<file path="src/common/acs_pkg.sv">
package acs_pkg;

    // register port
    localparam int unsigned ADDR_W            = 4;
    localparam int unsigned DATA_W            = 16;
    localparam logic [3:0]  OFFS_CH123_SEL    = 4'h0;
    localparam logic [3:0]  OFFS_ROUTE_STATUS = 4'h1;

    // ch123_input_select field layout
    localparam int unsigned POS_SEL_A_BIT     = 0;
    localparam int unsigned NEG_SEL_A_LSB     = 1;
    localparam int unsigned POS_SEL_B_BIT     = 8;
    localparam int unsigned NEG_SEL_B_LSB     = 9;
    localparam logic [15:0] CH123_IMPL_MASK   = 16'h0707;
    localparam logic [15:0] CH123_RESET       = 16'h0000;

    // route status field layout
    localparam int unsigned STAT_SAMPLE_B_BIT = 0;
    localparam int unsigned STAT_TWELVE_BIT   = 1;
    localparam int unsigned STAT_ALT_BIT      = 2;

    // analog input numbering
    localparam int unsigned NUM_CH            = 3;
    localparam int unsigned AIN_W             = 5;
    localparam logic [4:0]  POS_BASE_LOW      = 5'h00;
    localparam logic [4:0]  POS_BASE_HIGH     = 5'h03;
    localparam logic [4:0]  NEG_BASE_LOW      = 5'h06;
    localparam logic [4:0]  NEG_BASE_HIGH     = 5'h09;
    localparam logic [4:0]  AIN_RESET         = 5'h00;
    localparam logic [14:0] POS_AIN_RESET     = 15'h0820;
    localparam logic [14:0] NEG_AIN_RESET     = 15'h0000;
    localparam logic [2:0]  NEG_VREF_RESET    = 3'h7;

    // negative select codes
    localparam logic [1:0]  NEG_CODE_HIGH     = 2'h3;
    localparam logic [1:0]  NEG_CODE_LOW      = 2'h2;

    typedef enum logic {
        ACS_SAMPLE_A,
        ACS_SAMPLE_B
    } acs_phase_e;

endpackage : acs_pkg

</file>
<file path="src/design/acs_ch_route.sv">
module acs_ch_route
    import acs_pkg::*;
(
    // selected fields
    input  wire logic                        pos_sel,
    input  wire logic [1:0]                  neg_sel,
    // per-channel analog routing
    output logic      [acs_pkg::NUM_CH*acs_pkg::AIN_W-1:0] pos_ain,
    output logic      [acs_pkg::NUM_CH*acs_pkg::AIN_W-1:0] neg_ain,
    output logic      [acs_pkg::NUM_CH-1:0]                neg_vref
);

    genvar ch;
    generate
        for (ch = 0; ch < NUM_CH; ch++) begin : g_ch
            localparam logic [4:0] CH_OFFS = 5'(ch);

            always_comb begin
                // positive: AN3..AN5 when set, AN0..AN2 when clear
                pos_ain[ch*AIN_W +: AIN_W] = pos_sel ? (POS_BASE_HIGH + CH_OFFS)
                                                     : (POS_BASE_LOW + CH_OFFS);
                // negative: 11 -> AN9..AN11, 10 -> AN6..AN8, 0x -> vref-
                if (neg_sel == NEG_CODE_HIGH) begin
                    neg_ain[ch*AIN_W +: AIN_W] = NEG_BASE_HIGH + CH_OFFS;
                    neg_vref[ch]               = 1'b0;
                end else if (neg_sel == NEG_CODE_LOW) begin
                    neg_ain[ch*AIN_W +: AIN_W] = NEG_BASE_LOW + CH_OFFS;
                    neg_vref[ch]               = 1'b0;
                end else begin
                    neg_ain[ch*AIN_W +: AIN_W] = AIN_RESET;
                    neg_vref[ch]               = 1'b1;
                end
            end
        end
    endgenerate

endmodule : acs_ch_route

</file>
<file path="src/design/acs_ch123_select.sv">
// Design decisions made here: strobed register access and the address map.
module acs_ch123_select
    import acs_pkg::*;
(
    // clock and reset
    input  wire logic                        mclk,
    input  wire logic                        rstn,
    // register port
    input  wire logic [acs_pkg::ADDR_W-1:0]  reg_addr,
    input  wire logic [acs_pkg::DATA_W-1:0]  reg_wdata,
    input  wire logic                        reg_wr,
    input  wire logic                        reg_rd,
    output logic      [acs_pkg::DATA_W-1:0]  reg_rdata,
    // converter control
    input  wire logic                        twelve_bit_mode,
    input  wire logic                        alternate_sample_enable,
    input  wire logic                        sample_done,
    // analog multiplexer drive
    output logic      [acs_pkg::NUM_CH*acs_pkg::AIN_W-1:0] pos_ain,
    output logic      [acs_pkg::NUM_CH*acs_pkg::AIN_W-1:0] neg_ain,
    output logic      [acs_pkg::NUM_CH-1:0]                neg_vref,
    output logic                             sample_b_active
);

    // stored fields
    logic                 pos_sel_sample_a_r;
    logic                 pos_sel_sample_a_nxt;
    logic [1:0]           neg_sel_sample_a_r;
    logic [1:0]           neg_sel_sample_a_nxt;
    logic                 pos_sel_sample_b_r;
    logic                 pos_sel_sample_b_nxt;
    logic [1:0]           neg_sel_sample_b_r;
    logic [1:0]           neg_sel_sample_b_nxt;

    // read path and sample phase
    logic [DATA_W-1:0]    rdata_r;
    logic [DATA_W-1:0]    rdata_nxt;
    acs_phase_e           phase_r;
    acs_phase_e           phase_nxt;

    // fields as seen by hardware and software
    logic                 eff_pos_a;
    logic [1:0]           eff_neg_a;
    logic                 eff_pos_b;
    logic [1:0]           eff_neg_b;
    logic [DATA_W-1:0]    ch123_view;
    logic [DATA_W-1:0]    status_view;

    // applied selection and decoded routing
    logic                 cur_pos;
    logic [1:0]           cur_neg;
    logic [NUM_CH*AIN_W-1:0] pos_ain_nxt;
    logic [NUM_CH*AIN_W-1:0] neg_ain_nxt;
    logic [NUM_CH-1:0]       neg_vref_nxt;
    logic [NUM_CH*AIN_W-1:0] pos_ain_r;
    logic [NUM_CH*AIN_W-1:0] neg_ain_r;
    logic [NUM_CH-1:0]       neg_vref_r;

    // register port decode
    logic                 sel_wr_ch123;

    // field masking
    // stored bits are kept in twelve-bit mode but hidden, so leaving the
    // mode restores what software last wrote before entering it
    always_comb begin
        // twelve-bit mode hides the selects from software and routing alike
        if (twelve_bit_mode) begin
            eff_pos_a = 1'b0;
            eff_pos_b = 1'b0;
            eff_neg_a = 2'h0;
            eff_neg_b = 2'h0;
        end else begin
            eff_pos_a = pos_sel_sample_a_r;
            eff_pos_b = pos_sel_sample_b_r;
            eff_neg_a = neg_sel_sample_a_r;
            eff_neg_b = neg_sel_sample_b_r;
        end

        ch123_view                                     = '0;
        ch123_view[POS_SEL_A_BIT]                      = eff_pos_a;
        ch123_view[NEG_SEL_A_LSB +: 2]                 = eff_neg_a;
        ch123_view[POS_SEL_B_BIT]                      = eff_pos_b;
        ch123_view[NEG_SEL_B_LSB +: 2]                 = eff_neg_b;

        // status word is read-only and reflects the registered sample phase and the live mode inputs
        status_view                                    = '0;
        status_view[STAT_SAMPLE_B_BIT]                 = (phase_r == ACS_SAMPLE_B);
        status_view[STAT_TWELVE_BIT]                   = twelve_bit_mode;
        status_view[STAT_ALT_BIT]                      = alternate_sample_enable;
    end

    // write decode; a refused write leaves no sign on the port
    always_comb begin
        sel_wr_ch123 = reg_wr && (reg_addr == OFFS_CH123_SEL);
    end

    // register writes
    // fields change as a whole; reserved bits of the word are dropped
    always_comb begin
        pos_sel_sample_a_nxt = pos_sel_sample_a_r;
        neg_sel_sample_a_nxt = neg_sel_sample_a_r;
        pos_sel_sample_b_nxt = pos_sel_sample_b_r;
        neg_sel_sample_b_nxt = neg_sel_sample_b_r;
        if (sel_wr_ch123 && !twelve_bit_mode) begin
            pos_sel_sample_a_nxt = reg_wdata[POS_SEL_A_BIT];
            neg_sel_sample_a_nxt = reg_wdata[NEG_SEL_A_LSB +: 2];
            pos_sel_sample_b_nxt = reg_wdata[POS_SEL_B_BIT];
            neg_sel_sample_b_nxt = reg_wdata[NEG_SEL_B_LSB +: 2];
        end
    end

    // register reads; unmapped addresses return zero
    always_comb begin
        rdata_nxt = '0;
        if (reg_rd) begin
            case (reg_addr)
                OFFS_CH123_SEL:    rdata_nxt = ch123_view & CH123_IMPL_MASK;
                OFFS_ROUTE_STATUS: rdata_nxt = status_view;
                default:           rdata_nxt = '0;
            endcase
        end
    end

    // sample phase
    // dropping out of alternate mode returns to A at once, so the next
    // sample after re-enabling always starts from the A selection
    always_comb begin
        phase_nxt = phase_r;
        if (!alternate_sample_enable) begin
            phase_nxt = ACS_SAMPLE_A;
        end else if (sample_done) begin
            case (phase_r)
                ACS_SAMPLE_A: phase_nxt = ACS_SAMPLE_B;
                ACS_SAMPLE_B: phase_nxt = ACS_SAMPLE_A;
                default:      phase_nxt = ACS_SAMPLE_A;
            endcase
        end
    end

    // applied selection
    always_comb begin
        if (alternate_sample_enable && phase_r == ACS_SAMPLE_B) begin
            cur_pos = eff_pos_b;
            cur_neg = eff_neg_b;
        end else begin
            cur_pos = eff_pos_a;
            cur_neg = eff_neg_a;
        end
    end

    // one decoder serves all three channels, since they share the selects
    acs_ch_route u_route (
        .pos_sel  (cur_pos),
        .neg_sel  (cur_neg),
        .pos_ain  (pos_ain_nxt),
        .neg_ain  (neg_ain_nxt),
        .neg_vref (neg_vref_nxt)
    );

    // field flops; reset clears every implemented select
    always_ff @(posedge mclk or negedge rstn) begin
        if (!rstn) begin
            pos_sel_sample_a_r <= CH123_RESET[POS_SEL_A_BIT];
            neg_sel_sample_a_r <= CH123_RESET[NEG_SEL_A_LSB +: 2];
            pos_sel_sample_b_r <= CH123_RESET[POS_SEL_B_BIT];
            neg_sel_sample_b_r <= CH123_RESET[NEG_SEL_B_LSB +: 2];
        end else begin
            pos_sel_sample_a_r <= pos_sel_sample_a_nxt;
            neg_sel_sample_a_r <= neg_sel_sample_a_nxt;
            pos_sel_sample_b_r <= pos_sel_sample_b_nxt;
            neg_sel_sample_b_r <= neg_sel_sample_b_nxt;
        end
    end

    // read data flop
    always_ff @(posedge mclk or negedge rstn) begin
        if (!rstn) begin
            rdata_r <= '0;
        end else begin
            rdata_r <= rdata_nxt;
        end
    end

    // phase flop
    always_ff @(posedge mclk or negedge rstn) begin
        if (!rstn) begin
            phase_r <= ACS_SAMPLE_A;
        end else begin
            phase_r <= phase_nxt;
        end
    end

    // routing flops; reset shows AN0-AN2 and vref- on every channel,
    // the same routing that cleared fields decode to, so no jump on release
    always_ff @(posedge mclk or negedge rstn) begin
        if (!rstn) begin
            pos_ain_r  <= POS_AIN_RESET;
            neg_ain_r  <= NEG_AIN_RESET;
            neg_vref_r <= NEG_VREF_RESET;
        end else begin
            pos_ain_r  <= pos_ain_nxt;
            neg_ain_r  <= neg_ain_nxt;
            neg_vref_r <= neg_vref_nxt;
        end
    end

    // outputs straight from flops; routing lags the applied selection by one cycle and a register write by two
    assign reg_rdata       = rdata_r;
    assign pos_ain         = pos_ain_r;
    assign neg_ain         = neg_ain_r;
    assign neg_vref        = neg_vref_r;
    assign sample_b_active = (phase_r == ACS_SAMPLE_B);

endmodule : acs_ch123_select

</file>
<file path="config.mk">
export PLATFORM = sky130hd
export DESIGN_NAME = acs_ch123_select
export DESIGN_NICKNAME = d
export VERILOG_FILES = /design/src/common/acs_pkg.sv /design/src/design/acs_ch_route.sv /design/src/design/acs_ch123_select.sv
export SDC_FILE = /design/constraint.sdc
export NUM_CORES = 1
export LEC_CHECK = 0
export BUFFER_PORTS_ARGS = -buffer_cell sky130_fd_sc_hd__buf_2
export CORE_UTILIZATION = 35
export DETAILED_ROUTE_END_ITERATION = 16
export MAX_ROUTING_LAYER = met4
export PLACE_DENSITY = 0.71
export SLEW_MARGIN = 25
export SYNTH_ARGS = -nofsm -noshare
export SYNTH_HDL_FRONTEND = slang
export SYNTH_SLANG_ARGS = --single-unit
</file>
<file path="constraint.sdc">
create_clock -name mclk -period 1.25 [get_ports mclk]
set_clock_uncertainty 0.05 [all_clocks]
set_input_delay 0.125 -clock mclk [delete_from_list [all_inputs] [get_ports mclk]]
set_output_delay 0.125 -clock mclk [all_outputs]
set_load 0.005 [all_outputs]
</file>
; After elaboration in Yosys (flattened, before gate mapping)
; Index checks and enable logic that the tools add are counted.
[op_classes]
n_eq_ne = 4
muxes = 22
n_bitwise = 1
n_reduce_logical = 5
[ops]
columns = cell, n
row1 = $pmux W11 S2, 1
row2 = $mux W5, 3
row3 = $mux W3, 4
row4 = $mux W11, 1
row5 = $mux W2, 4
row6 = $mux W1, 7
row7 = $eq A2 B2 Y1 const B, 2
row8 = $eq A4 B1 Y1 const B, 1
row9 = $logic_not A4 Y1, 1
row10 = $mux W4, 1
row11 = $logic_and A1 B1 Y1, 3
row12 = $ne A2 B1 Y1 const B, 1
row13 = $pmux W1 S2, 1
row14 = $logic_not A1 Y1, 1
row15 = $not A1 Y1, 1
[word_totals]
ff_bits = 54
in_bits = 27
out_inout_bits = 50

; Depth between registers and ports, before layout
; Gate-level depths: netlist (run 1).
[logic_depth]
ltp_word = 5
mapped_depth = 4
ltp_nobuf = 3

; Cells and area by module
; A second synthesis (run 1) with hierarchy kept.
[unflattened]
hier_cells = 124
area_unflattened_um2 = 1701.6
[by_module_without_submodules]
columns = module, instances, cells_each, area_each_um2, seq_area_each_um2
row1 = acs_ch123_select, 1, 90, 1460.2, 1157.4
row2 = acs_ch_route, 1, 34, 241.5, 0.0

; Least setup slack after synthesis (run 1)
; No wires, ideal clock.
[synth_timing]
path_type = register to register
start = reg phase_r, in the netlist sample_b_active
end = reg neg_vref_r[0], in the netlist neg_vref[0]
setup_time_ps = 84
arrival_time_ps = 958
slack_ps = 157
path_stages_with_launch = 4
path_buffers = 0
cell_sequence = dfrtp_1 nand2_1 mux2i_1 or2_2
[synth_between]
elab_chain_cells = 5
elab_cells_between_ends = 6
cone_classes = eq/ne: 2 / mux: 3 / reduce/logical: 1
[synth_rtl]
columns = element, line
row1 = from (decl), acs_ch123_select.sv:38  ; acs_phase_e phase_r;
row2 = from (signal assigned), acs_ch123_select.sv:189  ; phase_r <= phase_nxt;
row3 = $logic_and A1 B1 Y1 (*), acs_ch123_select.sv:142  ; if (alternate_sample_enable && phase_r == ACS_SAMPLE_B) begin
row4 = $mux W2 (*), acs_ch123_select.sv:142
row5 = $eq A2 B2 Y1, acs_ch_route.sv:26  ; end else if (neg_sel == NEG_CODE_LOW) begin
row6 = $mux W1, acs_ch_route.sv:26
row7 = $mux W1 (*), acs_ch_route.sv:23  ; if (neg_sel == NEG_CODE_HIGH) begin
row8 = via neg_vref_nxt[0], acs_ch123_select.sv:54  ; logic [NUM_CH-1:0] neg_vref_nxt;
row9 = to (signal assigned), acs_ch123_select.sv:203  ; neg_vref_r <= neg_vref_nxt;
row10 = to (decl), acs_ch123_select.sv:57  ; logic [NUM_CH-1:0] neg_vref_r;
; The timed path passes the listed nets; every way through them passes the cells marked *.
; A chain may end at the register's enable or synchronous reset.

; Final worst setup path (run 1)
[layout_timing]
start = reg phase_r, in the netlist sample_b_active
end = out sample_b_active
[layout_lines]
columns = element, line
row1 = to (decl), acs_ch123_select.sv:22  ; output logic sample_b_active
; No word-level cell between the ends.

==> run summary, run 1 <==
Number of synthesized flops with an enable pin: 0
CP max-delay cell: dfrtp_1
Post-cts sizing count: 0
Setup bufs post-CTS: 0
# diodes: 0
Endpoint class of the critical path: output pin
CTS clk-pin slew, worst paths: 0.10 ns
Netlist cell types: 23
Vias per std cell: 4.18
Initial Utilization: 37.3%
Post-route ant nets: 0
Setup_tns: 0 ns
Routability cong.: 0.781
Asr flop ratio synth: 100%
RSZ-0062 raised after global routing: no
Worst VDD drop: 0.562 mV
Syn_area_per_cell: 10.9 um2
First-pass GRT wire length: 2.70 mm
Die Wd: 56.2 um
DP Area: 1100 um2
Area leader, netlist: dfrtp_1
Fillers: 268
Layout overhead on the synthesized area: 16.3%
Wirelength per Cell: 9.78 um
Drt first pass iters: 3
Synth Cell Area: 1030 um2
Status: completed
Placed Cells: 154
Share of post-route cells with drive strength above 1: 47.8%
CP Cell Sequence: buf_4, buf_2
Number of synthesized register bits: 19
Slew Limit Fails: 0
DR iter-0 viols: 11
Cells after Synth: 94
Max-cap viol count: 0
Final std cell area, no fill: 1190 um2
CP Buf/Inv Count: 2
Top delay family on crit path: flip-flops
Vias in the first global route: 620
Congestion Overflow GR: 0
Critical path class: flip-flop to output pin
Hold_ws: 0.0411 ns
Worst Path Required: 1.08 ns
Routed WL: 1.61 mm
Minimum clock period: 1.15 ns
F_max: 869 MHz
Cts hold-fix bufs: 7
Ranking of synthesized cells by area: dfrtp_1 41%, buf_4 27%, mux2_2 6.6%, dfstp_2 5.1%, and2_1 2.4%
Worst EP arrival: 0.98 ns
HP Class: input port to flip-flop
P_leak: 0.674 nW
Worst stage delay on the critical path: 0.39 ns
Die Area: 3160 um2
Synth top area share: 41.4%
Total power: 1.31 mW
IO buf count: 44
# DRC: 0
Synth Warn #: 0
Sequential area share after synthesis: 46.5%
Hpwl dp: 1.23 mm
Final Hold Fails: 0
Fin nets: 162
CTS sink count: 19
Clock buffer count from CTS: 3
Root buf cell: clkbuf_4
Antenna violations before repair: 0
I/O pin total: 77
Core Area: 2760 um2
Finish-stage setup viols: 0
Post-synth top flop: dfrtp_1
Clock Latency Late Sink: 0.30 ns
Layout Cells excl Fill: 165
CP Launch Type: flip-flop
GRT Util Overall: 11.7%
Site Rows: 19
H-tree depth: 1
Cell Pwr Density: 1100 nW/um2
Clock Path Buffers: 2
Largest net degree at the start of global routing: 20
CTS tree: built
Via count: 689
Final period utilization: 92.0%
Crit-path max FO: 5
Die Height: 56.2 um
==> state kept, by name (all words and copies together) (netlist names) <==
| signal | count |
|---|---|
| neg_ain | 3 |
| pos_sel_sample_a_r | 1 |
| neg_sel_sample_a_r | 2 |
| reg_rdata | 6 |
| sample_b_active | 1 |
| neg_vref | 1 |
| neg_sel_sample_b_r | 2 |
| pos_ain | 2 |
| pos_sel_sample_b_r | 1 |
==> cell families (layout without fill, tap and decap cells) <==
kind of cell / after synthesis / in the layout / synth area share, %
multiplexers: 8 / 8 / 8.53
flip-flops: 19 / 19 / 46.5
other: 1 / 22 / 0.365
buffers and inverters: 38 / 57 / 27.5
AO/OA/AOI/OAI: 5 / 5 / 2.92
AND/OR/NAND/NOR: 22 / 22 / 13.3
XOR/XNOR: 1 / 1 / 0.853
==> worst reg2reg max path, delay by kind of cell (launching register included) <==
kind             cells  cell delay [ns]
AND/OR/NAND/NOR      2             0.44
multiplexers         1             0.12
flip-flops           1             0.39
==> cells in the mapped netlist, types with 2 or more instances <==
cell / instances
buf_4: 37
or2_2: 2
mux2_2: 6
and2_1: 4
a22oi_1: 2
a21oi_1: 3
nor2_1: 4
dfrtp_1: 17
nand2_1: 3
mux2i_1: 2
dfstp_2: 2
==> through the flow <==
| stage | setup slack (ns) | utilization (%) |
|---|---|---|
| floorplan | 0.157 | - |
| global placement | 0.0317 | 39.8 |
| detailed placement | 0.0109 | 39.8 |
| CTS | 0.0958 | 43.3 |
| global route | 0.0590 | 43.3 |
| finish | 0.0997 | 43.3 |
==> area by class of cell <==
class,instances,area (um2),share of cell area (%)
Clock inverter,1,5.00,0.419
Clock buffer,3,22.5,1.88
Sequential cell,19,478,40.0
Timing Repair Buffer,53,305,25.5
Tap cell,31,38.8,3.25
Multi-Input combinational cell,58,345,28.9
==> layout by cell type, fill, tap and decap left out, types with 2 or more instances in the layout <==
master	synthesis	layout
dlygate4sd3_1	0	7
buf_2	1	44
nor2_1	4	4
mux2_2	6	6
clkbuf_4	0	3
a21oi_1	3	3
nand2_1	3	3
buf_4	37	2
mux2i_1	2	2
or2_2	2	2
conb_1	1	22
dfstp_2	2	2
a22oi_1	2	2
and2_1	4	4
dfrtp_1	17	17
==> where the power goes <==
group	total, mW	switching [mW]	internal [mW]	leakage (nW)
registers	0.739	0.0546	0.684	0.249
clock network	0.309	0.189	0.120	0.0177
logic	0.267	0.119	0.148	0.408
total	1.31	0.363	0.952	0.674
==> path summary, 6_finish.rpt <==
path	from	endpoint	slack, ns	cells past startpoint
worst max-delay path	sample_b_active	sample_b_active	0.1	2
worst min-delay path	alternate_sample_enable	sample_b_active	0.04	2
worst max register to register	sample_b_active	pos_ain[11]	0.19	3
worst min register to register	pos_sel_sample_b_r	reg_rdata[8]	0.48	1
max in group asynchronous	rstn	pos_ain[11]	0.59	2
min in group asynchronous	rstn	sample_b_active	0.24	2
==> per-layer routing <==
metal	wire [um]	up-vias	track usage, %	share of wire (%)
met4	40	0	7.32	2.5
met1	612	314	12.7	38
li1	-	328	-	-
met2	849	44	19.6	53
met3	111	3	2.09	6.9
met5	0	-	-	0
No activity file was read; power rests on OpenSTA's default activity.
==> run 2: changes to the inputs <==
Settings changed: PLACE_DENSITY 0.71 to default, SYNTH_HIERARCHICAL from default to 1.
==> run summary, run 2 <==
Multiplexer share of the synthesized area: 3.97%
Synth Area in Simple Gates: 7.57%
Root buf cell: clkbuf_8
Largest net degree at the start of global routing: 20
Cell-internal power: 2.64 mW
Drt first pass iters: 4
Minimum clock period: 1.19 ns
RSZ-0062 raised after global routing: no
Clock buffer count from CTS: 5
F_max: 838 MHz
Max-cap viol count: 0
Adder-cell area share of the yosys netlist: 0%
Vias per std cell: 3.81
Core Area: 4690 um2
GRT Util Overall: 10.2%
Site Rows: 25
CP Cell Sequence: nand2_1, nand2_1, a21oi_1, and2b_2
IO buf count: 56
Netlist cell types: 20
Routed WL: 2.32 mm
Syn_area_per_cell: 13.7 um2
Commonest non-fill, non-tap cell in the layout: buf_2
Largest family of logic cells by synthesized area: buffers and inverters
Worst stage delay on the critical path: 0.43 ns
Number of synthesized flops with an enable pin: 0
Synth Warn #: 6
Most used standard cell by instance count after synthesis: dfrtp_1
Sequential Power Share: 50.8%
Worst Path Required: 1.38 ns
Sequential area share after synthesis: 68.0%
Initial Utilization: 36.3%
Die Height: 71.7 um
Congestion Overflow GR: 0
Xor/xnor cell area share of the yosys netlist: 0.515%
Synth top cells by count: 41 x dfrtp_1, 38 x buf_4, 6 x mux2_2, 6 x nand2_1, 5 x dfstp_2
Asr flop ratio synth: 100%
Multi-input logic area: 327 um2
Via count: 887
Final period utilization: 95.5%
Die Wd: 71.7 um
Critical path class: flip-flop to flip-flop
Worst EP arrival: 1.32 ns
# diodes: 0
P_leak: 1.11 nW
Post-synth top flop: dfrtp_1
Hpwl dp: 1.72 mm
Routability cong.: 0.704
Share of post-route cells with drive strength above 1: 49.7%
Crit-path max FO: 4
Clock Path Buffers: 2
Slew Limit Fails: 0
Antenna violations before repair: 0
Fillers: 436
CTS sink count: 46
First-pass GRT wire length: 3.68 mm
NetSw: 0.664 mW
Synth top area share: 60.3%
Cells after Synth: 124
Layout Cells excl Fill: 233
Net Sw Frac: 20.1%
Commonest non-fill, non-tap cells in the layout: 56 x buf_2, 40 x dfrtp_1, 22 x conb_1
Final Hold Fails: 0
Synth Area in Compound Gates: 2.06%
Reg area: 1160 um2
Fin nets: 205
Number of synthesized register bits: 46
Finish-stage setup viols: 0
Cell Pwr Density: 1590 nW/um2
CTS tree: built
Placed Cells: 221
Layout overhead on the synthesized area: 22.1%
# DRC: 0
Combinational share of power: 9.6%
Endpoint class of the critical path: flip-flop
I/O pin total: 77
Status: completed
DR iter-0 viols: 14
Clock Power Share: 39.6%
Die Area: 5140 um2
Ranking of synthesized cells by area: dfrtp_1 60%, buf_4 17%, dfstp_2 7.7%, mux2_2 4.0%, and2_1 1.5%
Clock Latency Late Sink: 0.30 ns
CP Launch Type: flip-flop
HP Class: input port to flip-flop
Setup_tns: 0 ns
Synth Cell Area: 1700 um2
Most used cell, CP: nand2_1
H-tree depth: 2
CP max-delay cell: dfrtp_2
CTS clk-pin slew, worst paths: 0.08 ns
Worst VDD drop: 0.701 mV
Area leader, netlist: dfrtp_1
Wirelength per Cell: 9.96 um
Post-route ant nets: 0
Vias in the first global route: 823
## run 2: cell types whose count changed after synthesis, moves of 2 or more
cell and delta:
nand2_1 +3, inv_1 +2, dfrtp_1 +24, mux2i_1 -2, dfstp_2 +3, or2_2 -2
nand3_1 +2
## run 2: layout make-up
| type | count | share of cell area, % |
|---|---|---|
| tap | 54 | 3.25 |
| timing repair buffer | 66 | 18.1 |
| clock buffer | 6 | 3.97 |
| sequential | 46 | 55.7 |
| inverter | 2 | 0.361 |
| clock inverter | 2 | 2.89 |
| multi-input combinational | 57 | 15.7 |
## run 2: final timing paths
path / slack (ns) / from / endpoint / depth (start not counted)
min in group asynchronous: 0.25 / rstn / pos_ain[1] / 2
setup reg to reg: 0.06 / sample_b_active / neg_ain[2] / 4
setup / recovery: 0.06 / sample_b_active / neg_ain[2] / 4
hold / removal: 0.003 / reg_wdata[1] / neg_sel_sample_a_r[0] / 2
max in group asynchronous: 0.42 / rstn / pos_ain[8] / 3
hold reg to reg: 0.48 / pos_sel_sample_b_r / reg_rdata[8] / 1
## run 2: routing by layer
metal  track usage, %  wire (um)  part of all wire (%)  vias up
met3             4.08        176                   7.6        5
li1                 -          -                     -      438
met4             6.54         56                   2.4        0
met1             11.3       1030                    44      396
met2             15.2       1060                    46       48
met5                -          0                     0        -
## run 2: power by group through the flow
stage	combinational [mW]	sequential, mW	clock (mW)
global placement	0.298	1.71	0
floorplan	0.214	1.72	0
CTS	0.309	1.68	1.35
detailed placement	0.303	1.71	0
finish	0.316	1.68	1.31
global route	0.360	1.69	1.43
## run 2: critical path: cells and delay by family, from the launching register on
kind | cells | cell delay [ns]
DFF | 1 | 0.43
AOI/OAI and AO/OA | 1 | 0.18
and+or+nand+nor | 3 | 0.42
## run 2: cell families after synthesis
kind of cell / Yosys count
XOR/XNOR: 1
flip-flops: 46
other: 2
AND/OR/NAND/NOR: 22
buffers and inverters: 41
multiplexers: 6
AO/OA/AOI/OAI: 6
## run 2: stage by stage
step | instance area (um2) | hold slack [ns] | util [%] | total power, mW | worst slack [ns]
after floorplan | 1780 | -0.221 | - | 1.93 | 0.00104
after global placement | 1890 | 0.0311 | 40.4 | 2.01 | 0.0218
after detailed placement | 1890 | 0.0294 | 40.4 | 2.01 | 0.00743
after CTS | 2060 | 0.00193 | 43.8 | 3.34 | 0.0446
after global routing | 2080 | 0.00698 | 44.3 | 3.48 | 0.0236
final | 2080 | 0.00312 | 44.3 | 3.31 | 0.0566
## run 2: what timing repair did
action,4_1_cts,5_1_grt
hold buffers,2,1
gates resized for setup,0,1
hold endpoints to repair,13,1
setup buffers,0,1
setup endpoints to repair,0,12
==> run 3: changes to the inputs <==
Settings changed: ABC_CLOCK_PERIOD_IN_PS from default to 1250, PLACE_DENSITY from default to 0.7.
==> run summary, run 3 (same netlist as run 2, synthesis figures left out) <==
Antenna violations before repair: 0
I/O pin total: 77
Final period utilization: 95.9%
Cell Pwr Density: 1520 nW/um2
Worst EP arrival: 1.32 ns
Share of post-route cells with drive strength above 1: 50.0%
Critical path class: flip-flop to flip-flop
Root buf cell: clkbuf_8
Placed Cells: 221
Die Wd: 71.7 um
Drt first pass iters: 4
Via count: 917
CP Launch Type: flip-flop
Status: completed
Slew Limit Fails: 0
Layout Cells excl Fill: 232
Routed WL: 2.34 mm
H-tree depth: 2
CTS tree: built
Setup_tns: 0 ns
Final std cell area, no fill: 2040 um2
Core Area: 4690 um2
Post-route ant nets: 0
F_max: 834 MHz
Largest net degree at the start of global routing: 32
First-pass GRT wire length: 3.55 mm
Vias per std cell: 3.95
Crit-path max FO: 5
Congestion Overflow GR: 0
Hpwl dp: 1.76 mm
Clock Latency Late Sink: 0.29 ns
Wirelength per Cell: 10.1 um
Finish-stage setup viols: 0
CTS clk-pin slew, worst paths: 0.08 ns
Initial Utilization: 36.3%
Die Height: 71.7 um
Pre-CTS setup slack: 0.0388 ns
Site Rows: 25
Hold_ws: 0.0116 ns
CP Cell Sequence: nand2_2, nand2_1, a21oi_1, and2b_2
Setup ws final: 0.0516 ns
# diodes: 0
CTS sink count: 46
Final Hold Fails: 0
Clock Path Buffers: 2
Commonest non-fill, non-tap cell in the layout: buf_2
HP Class: input port to flip-flop
P_leak: 1.10 nW
Commonest non-fill, non-tap cells in the layout: 56 x buf_2, 40 x dfrtp_1, 22 x conb_1
Layout overhead on the synthesized area: 19.8%
Worst VDD drop: 0.462 mV
Minimum clock period: 1.20 ns
DP Area: 1890 um2
Routability cong.: 0.694
Worst stage delay on the critical path: 0.44 ns
Clock buffer count from CTS: 5
Total power: 3.09 mW
Die Area: 5140 um2
Utilization after layout: 43.4%
Max-cap viol count: 0
# DRC: 0
CP max-delay cell: dfrtp_2
Fin nets: 204
GRT Util Overall: 9.84%
DR iter-0 viols: 24
IO buf count: 56
Endpoint class of the critical path: flip-flop
Vias in the first global route: 786
Worst Path Required: 1.37 ns
[run 3: cell count changes in the layout (fill, tap and decap cells not counted)]
cell           change
dlygate4sd3_1      -2
a21oi_1            +1
a21oi_2            -1
buf_4              +1
bufinv_16          -1
clkbuf_1           +1
nand2_1            -1
nand2_2            +1
[run 3: area by class of cell]
cell class / instances / area [um2]
Clock inverter: 1 / 30.0
Sequential cell: 46 / 1160
Tap cell: 54 / 67.6
Fill cell: 439 / 2650
Timing Repair Buffer: 65 / 363
Clock buffer: 7 / 86.3
Multi-Input combinational cell: 57 / 325
Inverter: 2 / 7.51
[run 3: per-layer routing]
| metal | global-route usage [%] | routed length, um |
|---|---|---|
| met1 | 12.0 | 1000 |
| met2 | 14.3 | 1180 |
| met3 | 3.94 | 139 |
| met4 | 4.58 | 19 |
| met5 | - | 0 |
[run 3: timing repair]
item,4_1_cts,5_1_grt
setup buffers,0,2
resized for setup,0,1
hold endpoints to repair,15,0
endpoints found under the setup margin,0,9
hold buffers,1,0
[run 3: worst paths after layout]
kind,startpoint,endpoint,slack (ns),cells past startpoint
setup / recovery,sample_b_active,neg_ain[2],0.05,4
hold / removal,reg_wdata[1],neg_sel_sample_a_r[0],0.01,2
setup reg to reg,sample_b_active,neg_ain[2],0.05,4
hold reg to reg,pos_sel_sample_b_r,reg_rdata[8],0.48,1
max in group asynchronous,rstn,pos_ain[5],0.37,3
min in group asynchronous,rstn,neg_ain[12],0.23,2
[run 3: worst max-delay path, delay by kind of cell (launching register included)]
kind | cells | cell delay (ns)
compound gates | 1 | 0.20
flops | 1 | 0.44
simple gates | 3 | 0.40
[run 3: report_power, final]
group	total (mW)	internal, mW	switching [mW]
sequential	1.68	1.63	0.0523
combinational	0.313	0.162	0.150
clock	1.10	0.651	0.449
